==> src/include/icsts_pkg.sv <==
// Shared constants for the clock source trim and status block
`default_nettype none
package icsts_pkg;
  // Register byte offsets
  localparam logic [7:0] OFF_TRIM = 8'h00;
  localparam logic [7:0] OFF_STATUS_CTRL = 8'h04;
  localparam logic [7:0] OFF_SOURCE_CTRL = 8'h08;
  localparam logic [7:0] OFF_IRQ_STATUS = 8'h0c;
  localparam logic [7:0] OFF_IRQ_MASK = 8'h10;
  localparam logic [7:0] OFF_FLL_FACTOR = 8'h14;
  // Reset and debug load values
  localparam logic [7:0] TRIM_DEBUG = 8'h80;
  localparam logic FINE_DEBUG = 1'b0;
  // Status and control field positions
  localparam int SC_RANGE_LSB = 6;
  localparam int SC_DMX = 5;
  localparam int SC_REF = 4;
  localparam int SC_MODE_LSB = 2;
  localparam int SC_OSC = 1;
  localparam int SC_FINE = 0;
  // Source control field positions
  localparam int SRC_CLOCK_SOURCE_SELECT_LSB = 0;
  localparam int SRC_INTERNAL_REFERENCE_SELECT = 2;
  localparam int SRC_LP = 3;
  localparam int SRC_OSCILLATOR_REQUEST = 4;
  localparam int SRC_EXTERNAL_REFERENCE_ENABLE = 5;
  localparam logic [5:0] SRC_RESET = 6'h04;
  // Interrupt event bits
  localparam int EV_OSC = 0;
  localparam int EV_RANGE = 1;
  localparam int EV_MODE = 2;
  localparam int EV_REF = 3;
  localparam int EV_W = 4;
  // Encodings
  localparam logic [1:0] RANGE_LOW = 2'h0;
  localparam logic [1:0] RANGE_MID = 2'h1;
  localparam logic [1:0] RANGE_HIGH = 2'h2;
  localparam logic [1:0] RANGE_RSVD = 2'h3;
  localparam logic [1:0] CLOCK_SOURCE_SELECT_FLL = 2'h0;
  localparam logic [1:0] CLOCK_SOURCE_SELECT_INT = 2'h1;
  localparam logic [1:0] CLOCK_SOURCE_SELECT_EXT = 2'h2;
  localparam logic [1:0] CLOCK_SOURCE_SELECT_RSVD = 2'h3;
  // FLL multiplication factor per range step
  localparam logic [10:0] FACTOR_STEP_DEF = 11'h200;
  localparam logic [10:0] FACTOR_STEP_MAX = 11'h260;
  localparam int OSC_START_CYCLES = 1024;
  localparam logic [1:0] RESP_OKAY = 2'h0;
  localparam logic [1:0] RESP_SLVERR = 2'h2;
endpackage : icsts_pkg
`default_nettype wire

==> src/verilog/icsts_sync.sv <==
// Two-stage synchroniser for the status mirrors
`default_nettype none
module icsts_sync #(
  parameter int W = 5,
  parameter logic [W-1:0] INIT = '0
) (
  input wire logic clock_i,
  input wire logic arst_n_i,
  input wire logic [W-1:0] d_i,
  output logic [W-1:0] q_o
);
  logic [W-1:0] meta_r;
  logic [W-1:0] q_r;

  // First stage feeds only the second stage
  always_ff @(posedge clock_i or negedge arst_n_i) begin
    if (!arst_n_i) begin
      meta_r <= INIT;
      q_r <= INIT;
    end else begin
      meta_r <= d_i;
      q_r <= meta_r;
    end
  end

  assign q_o = q_r;
endmodule : icsts_sync
`default_nettype wire

==> src/verilog/icsts_osc_start.sv <==
// Oscillator start-up counter and ready flag
`default_nettype none
module icsts_osc_start #(
  parameter int CYCLES = icsts_pkg::OSC_START_CYCLES
) (
  input wire logic clock_i,
  input wire logic arst_n_i,
  input wire logic start_i,
  input wire logic clear_i,
  output logic ready_o
);
  logic [15:0] cnt_r;
  logic [15:0] cnt_nxt;
  logic ready_r;
  logic ready_nxt;

  // Count start-up cycles; only a clear drops the flag
  always_comb begin
    cnt_nxt = cnt_r;
    ready_nxt = ready_r;
    if (clear_i) begin
      cnt_nxt = '0;
      ready_nxt = 1'b0;
    end else if (start_i && !ready_r) begin
      if (cnt_r == 16'(CYCLES - 1)) begin
        ready_nxt = 1'b1;
      end else begin
        cnt_nxt = cnt_r + 16'h0001;
      end
    end
  end

  always_ff @(posedge clock_i or negedge arst_n_i) begin
    if (!arst_n_i) begin
      cnt_r <= '0;
      ready_r <= 1'b0;
    end else begin
      cnt_r <= cnt_nxt;
      ready_r <= ready_nxt;
    end
  end

  assign ready_o = ready_r;
endmodule : icsts_osc_start
`default_nettype wire

==> src/verilog/icsts_top.sv <==
// Clock source trim, range control and status with AXI4-Lite access
// Function
// - Reset loads coarse trim from factory value, or 0x80 in debug mode
// - Coarse trim bits are binary weighted on the reference period
// - Larger coarse trim lengthens the period, smaller shortens it
// - Reset loads fine trim from factory value, or zero in debug mode
// - Fine trim set lengthens the period by the smallest step
// - Range select: 00 low, 01 mid, 10 high, 11 reserved
// - Range select writes are ignored while low-power disable is set
// - Writing reserved range 11 is ignored, status keeps its value
// - Range status shows range in effect after synchronisation
// - Max bit clear gives default range, set tunes for 32.768 kHz
// - Default factors: 512 low, 1024 mid, 1536 high
// - Max factors: 608 low, 1216 mid, 1824 high
// - Reference status reads 1 for internal, after synchronisation
// - Clock mode status follows source select after synchronisation
// - Oscillator ready sets after start-up when external and requested
// - Oscillator ready clears only when request clears, or when enable is clear and no external mode is in use
// - Source select 00 FLL, 01 internal, 10 external, 11 acts as 00
// - Oscillator request set asks for crystal, clear for clock input
//
// Local design decisions: the register addresses and the AXI4-Lite interface to the registers.
`default_nettype none
module icsts_top #(
  parameter int OSC_CYCLES = icsts_pkg::OSC_START_CYCLES
) (
  input wire logic clock_i,
  input wire logic arst_n_i,
  input wire logic debug_mode_i,
  input wire logic [7:0] factory_trim_i,
  input wire logic factory_fine_i,
  input wire logic [7:0] s_axi_awaddr,
  input wire logic s_axi_awvalid,
  output logic s_axi_awready,
  input wire logic [31:0] s_axi_wdata,
  input wire logic [3:0] s_axi_wstrb,
  input wire logic s_axi_wvalid,
  output logic s_axi_wready,
  output logic [1:0] s_axi_bresp,
  output logic s_axi_bvalid,
  input wire logic s_axi_bready,
  input wire logic [7:0] s_axi_araddr,
  input wire logic s_axi_arvalid,
  output logic s_axi_arready,
  output logic [31:0] s_axi_rdata,
  output logic [1:0] s_axi_rresp,
  output logic s_axi_rvalid,
  input wire logic s_axi_rready,
  output logic [7:0] trim_o,
  output logic fine_period_adjust_o,
  output logic [1:0] dco_range_o,
  output logic dco_max_for_32k_ref_o,
  output logic [10:0] fll_factor_o,
  output logic [1:0] clock_mode_o,
  output logic reference_internal_o,
  output logic crystal_request_o,
  output logic irq_o
);
  // Register state
  logic [7:0] trim_r, trim_nxt;
  logic fine_r, fine_nxt;
  logic [1:0] range_sel_r, range_sel_nxt;
  logic dmx_r, dmx_nxt;
  logic [5:0] src_r, src_nxt;
  logic [3:0] irq_st_r, irq_st_nxt;
  logic [3:0] irq_mask_r, irq_mask_nxt;
  logic loaded_r, loaded_nxt;
  // Bus state
  logic bvalid_r, bvalid_nxt;
  logic [1:0] bresp_r, bresp_nxt;
  logic rvalid_r, rvalid_nxt;
  logic [1:0] rresp_r, rresp_nxt;
  logic [31:0] rdata_r, rdata_nxt;
  // Derived signals
  logic wr_go, rd_go, wr_b0;
  logic [1:0] clock_source_select_eff;
  logic [4:0] sync_in, sync_out;
  logic [1:0] range_st, mode_st;
  logic ref_st, osc_ready;
  logic ext_mode, ext_selected, osc_clear;
  logic [4:0] sync_prev_r;
  logic osc_prev_r;
  logic [3:0] events;
  logic [7:0] sc_read;
  logic [10:0] factor;

  // FLL factor is the range step times range plus one
  function automatic logic [10:0] fll_factor(input logic [1:0] rng,
                                             input logic maxed);
    logic [10:0] step;
    step = maxed ? icsts_pkg::FACTOR_STEP_MAX
                 : icsts_pkg::FACTOR_STEP_DEF;
    case (rng)
      icsts_pkg::RANGE_LOW: fll_factor = step;
      icsts_pkg::RANGE_MID: fll_factor = 11'(step << 1);
      icsts_pkg::RANGE_HIGH: fll_factor = 11'(step + (step << 1));
      default: fll_factor = step;
    endcase
  endfunction : fll_factor

  // Write takes address and data together; read waits for empty slot
  assign wr_go = s_axi_awvalid && s_axi_wvalid && !bvalid_r;
  assign rd_go = s_axi_arvalid && !rvalid_r;
  assign wr_b0 = wr_go && s_axi_wstrb[0];
  assign s_axi_awready = wr_go;
  assign s_axi_wready = wr_go;
  assign s_axi_arready = rd_go;

  // Reserved source select acts as FLL output
  assign clock_source_select_eff = (src_r[icsts_pkg::SRC_CLOCK_SOURCE_SELECT_LSB +: 2] ==
                     icsts_pkg::CLOCK_SOURCE_SELECT_RSVD) ? icsts_pkg::CLOCK_SOURCE_SELECT_FLL
                    : src_r[icsts_pkg::SRC_CLOCK_SOURCE_SELECT_LSB +: 2];

  // Selections cross to the status view through the synchroniser
  assign sync_in = {range_sel_r, clock_source_select_eff, src_r[icsts_pkg::SRC_INTERNAL_REFERENCE_SELECT]};
  icsts_sync #(
    .W(5),
    .INIT(5'h01)
  ) u_sync (
    .clock_i(clock_i),
    .arst_n_i(arst_n_i),
    .d_i(sync_in),
    .q_o(sync_out)
  );
  assign range_st = sync_out[4:3];
  assign mode_st = sync_out[2:1];
  assign ref_st = sync_out[0];

  // External reference in use by enable bit or by mode
  assign ext_mode = !ref_st && (mode_st == icsts_pkg::CLOCK_SOURCE_SELECT_FLL ||
                                mode_st == icsts_pkg::CLOCK_SOURCE_SELECT_EXT);
  assign ext_selected = src_r[icsts_pkg::SRC_EXTERNAL_REFERENCE_ENABLE] || ext_mode;
  assign osc_clear = !src_r[icsts_pkg::SRC_OSCILLATOR_REQUEST] ||
                     !src_r[icsts_pkg::SRC_EXTERNAL_REFERENCE_ENABLE] && !ext_mode;
  icsts_osc_start #(
    .CYCLES(OSC_CYCLES)
  ) u_osc (
    .clock_i(clock_i),
    .arst_n_i(arst_n_i),
    .start_i(ext_selected && src_r[icsts_pkg::SRC_OSCILLATOR_REQUEST]),
    .clear_i(osc_clear),
    .ready_o(osc_ready)
  );

  // Factor uses the range actually in effect
  assign factor = fll_factor(range_st, dmx_r);

  // Status changes become interrupt events
  assign events[icsts_pkg::EV_OSC] = osc_ready && !osc_prev_r;
  assign events[icsts_pkg::EV_RANGE] = range_st != sync_prev_r[4:3];
  assign events[icsts_pkg::EV_MODE] = mode_st != sync_prev_r[2:1];
  assign events[icsts_pkg::EV_REF] = ref_st != sync_prev_r[0];

  // Read view: status fields over the write-only selects
  assign sc_read = {range_st, dmx_r, ref_st, mode_st, osc_ready, fine_r};

  // Register next values
  always_comb begin
    trim_nxt = trim_r;
    fine_nxt = fine_r;
    range_sel_nxt = range_sel_r;
    dmx_nxt = dmx_r;
    src_nxt = src_r;
    irq_mask_nxt = irq_mask_r;
    loaded_nxt = 1'b1;
    irq_st_nxt = irq_st_r;
    // Factory values replace debug defaults at the first edge after reset
    if (!loaded_r && !debug_mode_i) begin
      trim_nxt = factory_trim_i;
      fine_nxt = factory_fine_i;
    end
    if (wr_b0) begin
      if (s_axi_awaddr == icsts_pkg::OFF_TRIM) begin
        trim_nxt = s_axi_wdata[7:0];
      end else if (s_axi_awaddr == icsts_pkg::OFF_STATUS_CTRL) begin
        fine_nxt = s_axi_wdata[icsts_pkg::SC_FINE];
        dmx_nxt = s_axi_wdata[icsts_pkg::SC_DMX];
        // Status bit positions are not stored
        if (!src_r[icsts_pkg::SRC_LP] &&
            s_axi_wdata[icsts_pkg::SC_RANGE_LSB +: 2] !=
            icsts_pkg::RANGE_RSVD) begin
          range_sel_nxt = s_axi_wdata[icsts_pkg::SC_RANGE_LSB +: 2];
        end
      end else if (s_axi_awaddr == icsts_pkg::OFF_SOURCE_CTRL) begin
        src_nxt = s_axi_wdata[5:0];
      end else if (s_axi_awaddr == icsts_pkg::OFF_IRQ_STATUS) begin
        irq_st_nxt = irq_st_r & ~s_axi_wdata[3:0];
      end else if (s_axi_awaddr == icsts_pkg::OFF_IRQ_MASK) begin
        irq_mask_nxt = s_axi_wdata[3:0];
      end
    end
    // A new event wins over a clear in the same cycle
    irq_st_nxt = irq_st_nxt | events;
  end

  always_ff @(posedge clock_i or negedge arst_n_i) begin
    if (!arst_n_i) begin
      trim_r <= icsts_pkg::TRIM_DEBUG;
      fine_r <= icsts_pkg::FINE_DEBUG;
      range_sel_r <= icsts_pkg::RANGE_LOW;
      dmx_r <= 1'b0;
      src_r <= icsts_pkg::SRC_RESET;
      irq_st_r <= '0;
      irq_mask_r <= '0;
      loaded_r <= 1'b0;
    end else begin
      trim_r <= trim_nxt;
      fine_r <= fine_nxt;
      range_sel_r <= range_sel_nxt;
      dmx_r <= dmx_nxt;
      src_r <= src_nxt;
      irq_st_r <= irq_st_nxt;
      irq_mask_r <= irq_mask_nxt;
      loaded_r <= loaded_nxt;
    end
  end

  // Previous status values for change detection
  always_ff @(posedge clock_i or negedge arst_n_i) begin
    if (!arst_n_i) begin
      sync_prev_r <= 5'h01;
      osc_prev_r <= 1'b0;
    end else begin
      sync_prev_r <= sync_out;
      osc_prev_r <= osc_ready;
    end
  end

  // Bus responses; unmapped addresses answer SLVERR
  always_comb begin
    bvalid_nxt = bvalid_r && !s_axi_bready;
    bresp_nxt = bresp_r;
    rvalid_nxt = rvalid_r && !s_axi_rready;
    rresp_nxt = rresp_r;
    rdata_nxt = rdata_r;
    if (wr_go) begin
      bvalid_nxt = 1'b1;
      bresp_nxt = (s_axi_awaddr <= icsts_pkg::OFF_IRQ_MASK &&
                   s_axi_awaddr[1:0] == 2'h0) ? icsts_pkg::RESP_OKAY
                  : icsts_pkg::RESP_SLVERR;
    end
    if (rd_go) begin
      rvalid_nxt = 1'b1;
      rresp_nxt = icsts_pkg::RESP_OKAY;
      if (s_axi_araddr == icsts_pkg::OFF_TRIM) begin
        rdata_nxt = {24'h000000, trim_r};
      end else if (s_axi_araddr == icsts_pkg::OFF_STATUS_CTRL) begin
        rdata_nxt = {24'h000000, sc_read};
      end else if (s_axi_araddr == icsts_pkg::OFF_SOURCE_CTRL) begin
        rdata_nxt = {26'h0000000, src_r};
      end else if (s_axi_araddr == icsts_pkg::OFF_IRQ_STATUS) begin
        rdata_nxt = {28'h0000000, irq_st_r};
      end else if (s_axi_araddr == icsts_pkg::OFF_IRQ_MASK) begin
        rdata_nxt = {28'h0000000, irq_mask_r};
      end else if (s_axi_araddr == icsts_pkg::OFF_FLL_FACTOR) begin
        rdata_nxt = {21'h000000, factor};
      end else begin
        rdata_nxt = 32'h00000000;
        rresp_nxt = icsts_pkg::RESP_SLVERR;
      end
    end
  end

  always_ff @(posedge clock_i or negedge arst_n_i) begin
    if (!arst_n_i) begin
      bvalid_r <= 1'b0;
      bresp_r <= icsts_pkg::RESP_OKAY;
      rvalid_r <= 1'b0;
      rresp_r <= icsts_pkg::RESP_OKAY;
      rdata_r <= '0;
    end else begin
      bvalid_r <= bvalid_nxt;
      bresp_r <= bresp_nxt;
      rvalid_r <= rvalid_nxt;
      rresp_r <= rresp_nxt;
      rdata_r <= rdata_nxt;
    end
  end

  // Outputs
  assign s_axi_bvalid = bvalid_r;
  assign s_axi_bresp = bresp_r;
  assign s_axi_rvalid = rvalid_r;
  assign s_axi_rresp = rresp_r;
  assign s_axi_rdata = rdata_r;
  assign trim_o = trim_r;
  assign fine_period_adjust_o = fine_r;
  assign dco_range_o = range_st;
  assign dco_max_for_32k_ref_o = dmx_r;
  assign fll_factor_o = factor;
  assign clock_mode_o = mode_st;
  assign reference_internal_o = ref_st;
  assign crystal_request_o = src_r[icsts_pkg::SRC_OSCILLATOR_REQUEST];
  assign irq_o = |(irq_st_r & irq_mask_r);
endmodule : icsts_top
`default_nettype wire

==> config.mk <==
export PLATFORM = sky130hd
export DESIGN_NAME = icsts_top
export DESIGN_NICKNAME = d
export VERILOG_FILES = /design/src/include/icsts_pkg.sv /design/src/verilog/icsts_sync.sv /design/src/verilog/icsts_osc_start.sv /design/src/verilog/icsts_top.sv
export SDC_FILE = /design/constraint.sdc
export NUM_CORES = 1
export LEC_CHECK = 0
export ABC_AREA = 0
export BUFFER_PORTS_ARGS = -buffer_cell sky130_fd_sc_hd__buf_2
export CORE_UTILIZATION = 54
export CTS_CLUSTER_SIZE = 12
export DETAILED_ROUTE_END_ITERATION = 10
export PLACE_DENSITY = 0.87
export REMOVE_ABC_BUFFERS = 1
export SLEW_MARGIN = 10
export SYNTH_ARGS = -nofsm -noshare
export SYNTH_HDL_FRONTEND = slang
export SYNTH_HIERARCHICAL = 1
export SYNTH_SLANG_ARGS = --single-unit
==> constraint.sdc <==
create_clock -name clock_i -period 4 [get_ports clock_i]
set_input_delay 0.2 -clock clock_i [delete_from_list [all_inputs] [get_ports clock_i]]
set_output_delay 0.2 -clock clock_i [all_outputs]
set_load 0.03 [all_outputs]
# [Yosys cells after proc, flatten, opt, wreduce, memory -nomap -nowiden]
# Cells that the tools add are included.
[word_totals] ff_bits=98 input_bits=69 out_inout_bits=69
[classes] add_sub_neg=2 n_lt_le_gt_ge=1 n_eq_ne=19 mux=36 n_bitwise=8 n_reduce_logical=43
[op_table] operator="2-to-1 mux 11 bit" n=6
[op_table] operator="2-to-1 mux 16 bit" n=3
[op_table] operator="equality test 8 x 4 -> 1 bit (second input constant)" n=4
[op_table] operator="equality test 8 x 5 -> 1 bit (second input constant)" n=3
[op_table] operator="2-to-1 mux 8 bit" n=3
[op_table] operator="case mux 11 bit (2 select lines)" n=1
[op_table] operator="2-to-1 mux 4 bit" n=5
[op_table] operator="adder 16 x 1 -> 16 bit (second input constant)" n=1
[op_table] operator="equality test 16 x 10 -> 1 bit (second input constant)" n=1
[op_table] operator="equality test 8 x 3 -> 1 bit (second input constant)" n=2
[op_table] operator="zero test 8 bit" n=2
[op_table] operator="2-to-1 mux 2 bit" n=8
[op_table] operator="logical AND 1 bit" n=14
[op_table] operator="zero test 1 bit" n=13
[op_table] operator="adder 10 x 11 -> 11 bit" n=1
[op_table] operator="2-to-1 mux 1 bit" n=9
[op_table] operator="AND 4 bit" n=2
[op_table] operator="less-or-equal comparator 8 x 5 -> 1 bit (second input constant)" n=1
[op_table] operator="AND reduction 4 bit" n=2
[op_table] operator="2-to-1 mux 7 bit" n=1
[op_table] operator="equality test 2 bit (second input constant)" n=3
[op_table] operator="AND reduction 6 bit" n=1
[op_table] operator="zero test 2 bit" n=2
[op_table] operator="!= test 2 bit" n=2
[op_table] operator="11 further kinds" n=19

# [Logic depth before layout (Yosys ltp)]
[logic_depth] ltp_word=9 ltp_mapped=8 ltp_nobuf=8

# [Hierarchy]
# Netlist, hierarchy kept.
[modules_own_cells] module="icsts_top" n_inst=1 cells_per_inst=267 area_each_um2=2657.5 seq_area_each_um2=1204.9
[modules_own_cells] module="icsts_osc_start" n_inst=1 cells_per_inst=97 area_each_um2=919.6 seq_area_each_um2=425.4
[modules_own_cells] module="icsts_sync" n_inst=1 cells_per_inst=10 area_each_um2=252.7 seq_area_each_um2=252.7

# [Worst setup path after synthesis]
# Ideal clock, no wire load.
[synth_timing] path_type="reg2reg" from="register bvalid_r (netlist: s_axi_bvalid)" to="register dmx_r (netlist: dco_max_for_32k_ref_o)" arrival_ns=1.895 required_ns=3.875 setup_slack_ns=1.981 path_stages_with_launch=5 path_buffers=0 synth_period_minus_slack_ns=2.019 path_cell_list="dfrtp_1 > nand3b_1 > or3_4 > or4_4 > mux2_2"
[synth_via] elab_chain_cells=4
[synth_lines] item="from (decl)" line="icsts_top.sv:69" source="logic bvalid_r, bvalid_nxt;"
[synth_lines] item="from (signal assigned)" line="icsts_top.sv:272" source="bvalid_r <= bvalid_nxt;"
[synth_lines] item="zero test 1 bit" line="icsts_top.sv:102" source="assign wr_go = s_axi_awvalid && s_axi_wvalid && !bvalid_r;"
[synth_lines] item="logical AND 1 bit" line="icsts_top.sv:102"
[synth_lines] item="logical AND 1 bit" line="icsts_top.sv:104" source="assign wr_b0 = wr_go && s_axi_wstrb[0];"
[synth_lines] item="AND reduction 3 bit (no source line)"
[synth_lines] item="to (signal assigned)" line="icsts_top.sv:210" source="dmx_r <= dmx_nxt;"
[synth_lines] item="to (decl)" line="icsts_top.sv:63" source="logic dmx_r, dmx_nxt;"
# Every way passes these cells.
# A chain may end at the register's enable or synchronous reset.

# [Worst setup path after layout]
[layout_timing] from="register u_sync.q_r[1] (netlist: u_sync/q_o[1])" to="register u_osc.cnt_r[15]"
[layout_via] elab_chain_cells=8 elab_cells_between_ends=14 cone_classes="eq/ne (2); mux (1); reduce/logical (11)"
[layout_lines] item="from (decl)" line="icsts_sync.sv:13" source="logic [W-1:0] q_r;"
[layout_lines] item="from (signal assigned)" line="icsts_sync.sv:22" source="q_r <= meta_r;"
[layout_lines] item="equality test 2 bit or zero test 2 bit (tied branches)" line="icsts_top.sv:131, icsts_top.sv:130"
[layout_lines] item="logical OR 1 bit *" line="icsts_top.sv:130" source="assign ext_mode = !ref_st && (mode_st == icsts_pkg::CLOCK_SOURCE_SELECT_FLL ||"
[layout_lines] item="logical AND 1 bit *" line="icsts_top.sv:130"
[layout_lines] item="zero test 1 bit *" line="icsts_top.sv:134" source="!src_r[icsts_pkg::SRC_EXTERNAL_REFERENCE_ENABLE] && !ext_mode;"
[layout_lines] item="logical AND 1 bit *" line="icsts_top.sv:134"
[layout_lines] item="logical OR 1 bit *" line="icsts_top.sv:133" source="assign osc_clear = !src_r[icsts_pkg::SRC_OSCILLATOR_REQUEST] ||"
[layout_lines] item="net osc_clear" line="icsts_top.sv:80" source="logic ext_mode, ext_selected, osc_clear;"
[layout_lines] item="!= test 2 bit (no source line) or nonzero test 2 bit (tied branches)"
[layout_lines] item="AND reduction 2 bit (no source line)"
[layout_lines] item="to (signal assigned)" line="icsts_osc_start.sv:38" source="cnt_r <= cnt_nxt;"
[layout_lines] item="to (decl)" line="icsts_osc_start.sv:12" source="logic [15:0] cnt_r;"
# The timed path passes the listed nets; every way through them passes the cells marked *.

==> run summary <==
status = complete, no violations
share of layout cells above drive strength 1 = 28.4%
reg2reg path depth = 9
register area = 1880 sq um
FP Rows = 30
setup slack at placement = 1.80 ns
CP Class = reg2reg
initial antenna violation count = 0
total number of H-tree levels = 3
GRT Total Usage = 23.4%
endpoints failing hold = 0
Seq/Total Area, Yosys = 49.2%
Area contributors post-synth = dfrtp_1 46%, buf_4 5.7%, mux2_2 4.4%
commonest cells in the netlist = 70 x dfrtp_1, 42 x nor2_1, 29 x buf_4
startpoint types = register
Starting Density = 56.1%
Primary FF master, synth = dfrtp_1
reg2reg start = u_sync/q_o[1]
share of the synthesized area in the top cell type = 45.7%
CTS tree = yes
Synth Area per Inst = 10.2 sq um
largest net degree at the start of global routing = 48
Clock Latency Late Sink = 0.35 ns
first-pass GRT wire length = 13400 microns
RR Endpoint = u_osc/cnt_r[15]
Initial DRT Pass Iterations = 5
Worst Setup Slack, final = 1.81 ns
CTS Buffer Depth = 2
Sink Count = 75
Final Critical Period = 2.19 ns
core area = 6830 sq um
CTS Hold Buffers Added = 0
DR DRC count = 0
number of synthesized flops with an enable pin = 0
area of the die = 7430 sq um
post-route ant nets = 0
Max-slew headroom = 31.2%
Worst-path clk slew = 0.09 ns
Pwr Density = 391 nW/um^2
Yosys reg bits = 75
Final Skew = 0.00836 ns
Setup Fix Bufs, Post-CTS = 0
total CTS buffers = 9
fillcell total = 562
max_cap viols = 0
max-slew violations = 0
ys async rst share = 100%
final setup fails = 0
Die Y = 86.2 microns
post-synthesis cell count = 374
fin nets = 529
vias per cell = 5.56
number of global-route vias before repair = 2856
endpoint class of the critical path = register
most common cell in the netlist = dfrtp_1
routed len/inst = 14.8 microns
Critical Path AT = 2.43 ns
DP HPWL = 5990 microns
leakage power total = 2.11 nW
RSZ-0062 raised after global routing = false
Crit Path Max Fanout = 20
initial DRC count = 110
Netlist cell types = 53
Worst VDD drop = 0.231 mV
post-CTS sizing = 0
TNS Setup = 0 ns
remaining global-route overflow = 0
Layout area overhead = 15.5%
Synth Cell Area = 3830 sq um
Placed Cells = 541
Synth Warn # = 6
Slew @ Worst Pin = 1.03 ns
r2r setup slk = 1.81 ns
ant diodes = 0
period utilisation layout = 54.8%
die width = 86.2 microns
vias after detailed routing = 3098
Root Buffer = clkbuf_8
Hold Path Class = in2async
IO Count = 138
drt total wl = 8240 microns
area leader, netlist = dfrtp_1
final cell count without fillers = 557
area of the multi-input gates = 1740 sq um
GP Congestion = 0.848
Crit path required time = 4.23 ns
f_max = 456 MHz
PortBufs = 82
==> final cells by class <==
cell class              count  share of cell area [%]
multi-input cells         274                    39.4
clock buffers               9                    2.80
inverters                  12                    1.02
clock inverters             7                    1.87
flip-flops and latches     75                    42.6
repair buffers             84                    9.62
well taps                  96                    2.72
==> logic make-up after synthesis <==
kind of cell | count (synthesis) | share of synthesized area, %
buf+inv | 52 | 7.97
mux | 26 | 7.35
flops | 75 | 49.2
fa+ha+maj | 4 | 1.31
other cells | 2 | 0.196
simple gates | 135 | 19.1
xor+xnor | 18 | 4.12
compound gates | 62 | 10.8
==> state kept, by name, summed over array words and instances, names as in the netlist, 2 cells and up <==
name / count
irq_st_r: 4
range_sel_r: 2
s_axi_rdata: 11
u_sync/q_o: 5
sync_prev_r: 5
u_osc/cnt_r: 16
trim_o: 8
irq_mask_r: 4
src_r: 6
u_sync/meta_r: 5
==> placed cells by master (no fill, tap or decap), types with 3 or more instances in the layout <==
master and n:
ha_1 4, or4_1 4, a221oi_1 4, dfstp_2 5, nor2_1 42, buf_2 82, nor2b_1 12, nand3b_1 3
mux2_2 15, xor2_1 16, conb_1 29, nand3_1 5, a22oi_1 4, o21ai_0 9, nand4_1 9, inv_1 12
and3_1 3, a21oi_1 17, clkbuf_8 9, nor4_1 5, dfrtp_1 70, nand2_1 16, nor3_1 13, mux2i_1 9
a211oi_1 5, inv_6 3, a31oi_1 3, nand2b_1 9
==> how the worst max path moves through the flow <==
stage	cells past startpoint	start	slack, ns	to
2_1_floorplan	7	u_sync/q_o[0]	1.24	u_osc/cnt_r[1]
3_3_place_gp	5	s_axi_awaddr[0]	1.82	src_r[5]
3_5_place_dp	5	s_axi_awaddr[0]	1.80	src_r[4]
4_1_cts	9	u_sync/q_o[1]	1.80	u_osc/cnt_r[15]
5_1_grt	9	u_sync/q_o[1]	1.66	u_osc/cnt_r[15]
6_report	9	u_sync/q_o[1]	1.81	u_osc/cnt_r[15]
==> worst max-delay path: stages (launching register included) <==
cell	delay [ns]
dfrtp_1	0.43
nor2_1	0.12
o21ai_1	0.07
buf_4	0.21
inv_1	0.10
nand2b_1	0.09
nor3_1	0.27
o21ai_2	0.12
nor4_1	0.31
mux2_1	0.35
==> report_power, final <==
| group | switching, W | internal, W |
|---|---|---|
| clock network | 0.000302 | 0.000299 |
| registers | 0.0000370 | 0.000808 |
| logic | 0.000200 | 0.0000843 |
==> routing by layer <==
metal  GRT usage, %  vias up  routed length [microns]
li1               -     1438                        -
met1           30.2     1499                     3430
met2           38.0      142                     4130
met3           4.57       19                      516
met4           11.4        0                      162
met5              0        -                        0
==> metrics by stage <==
stage,util (%),cell area (sq um),hold WS (ns),total power (W)
floorplan,-,3670,-0.0956,0.00103
global placement,61.7,4220,0.332,0.00113
detailed placement,61.7,4220,0.335,0.00114
CTS,64.7,4420,0.0314,0.00174
global route,64.7,4420,0.0371,0.00180
finish,64.7,4420,0.0231,0.00173
Power figures use the tool's default switching activity.
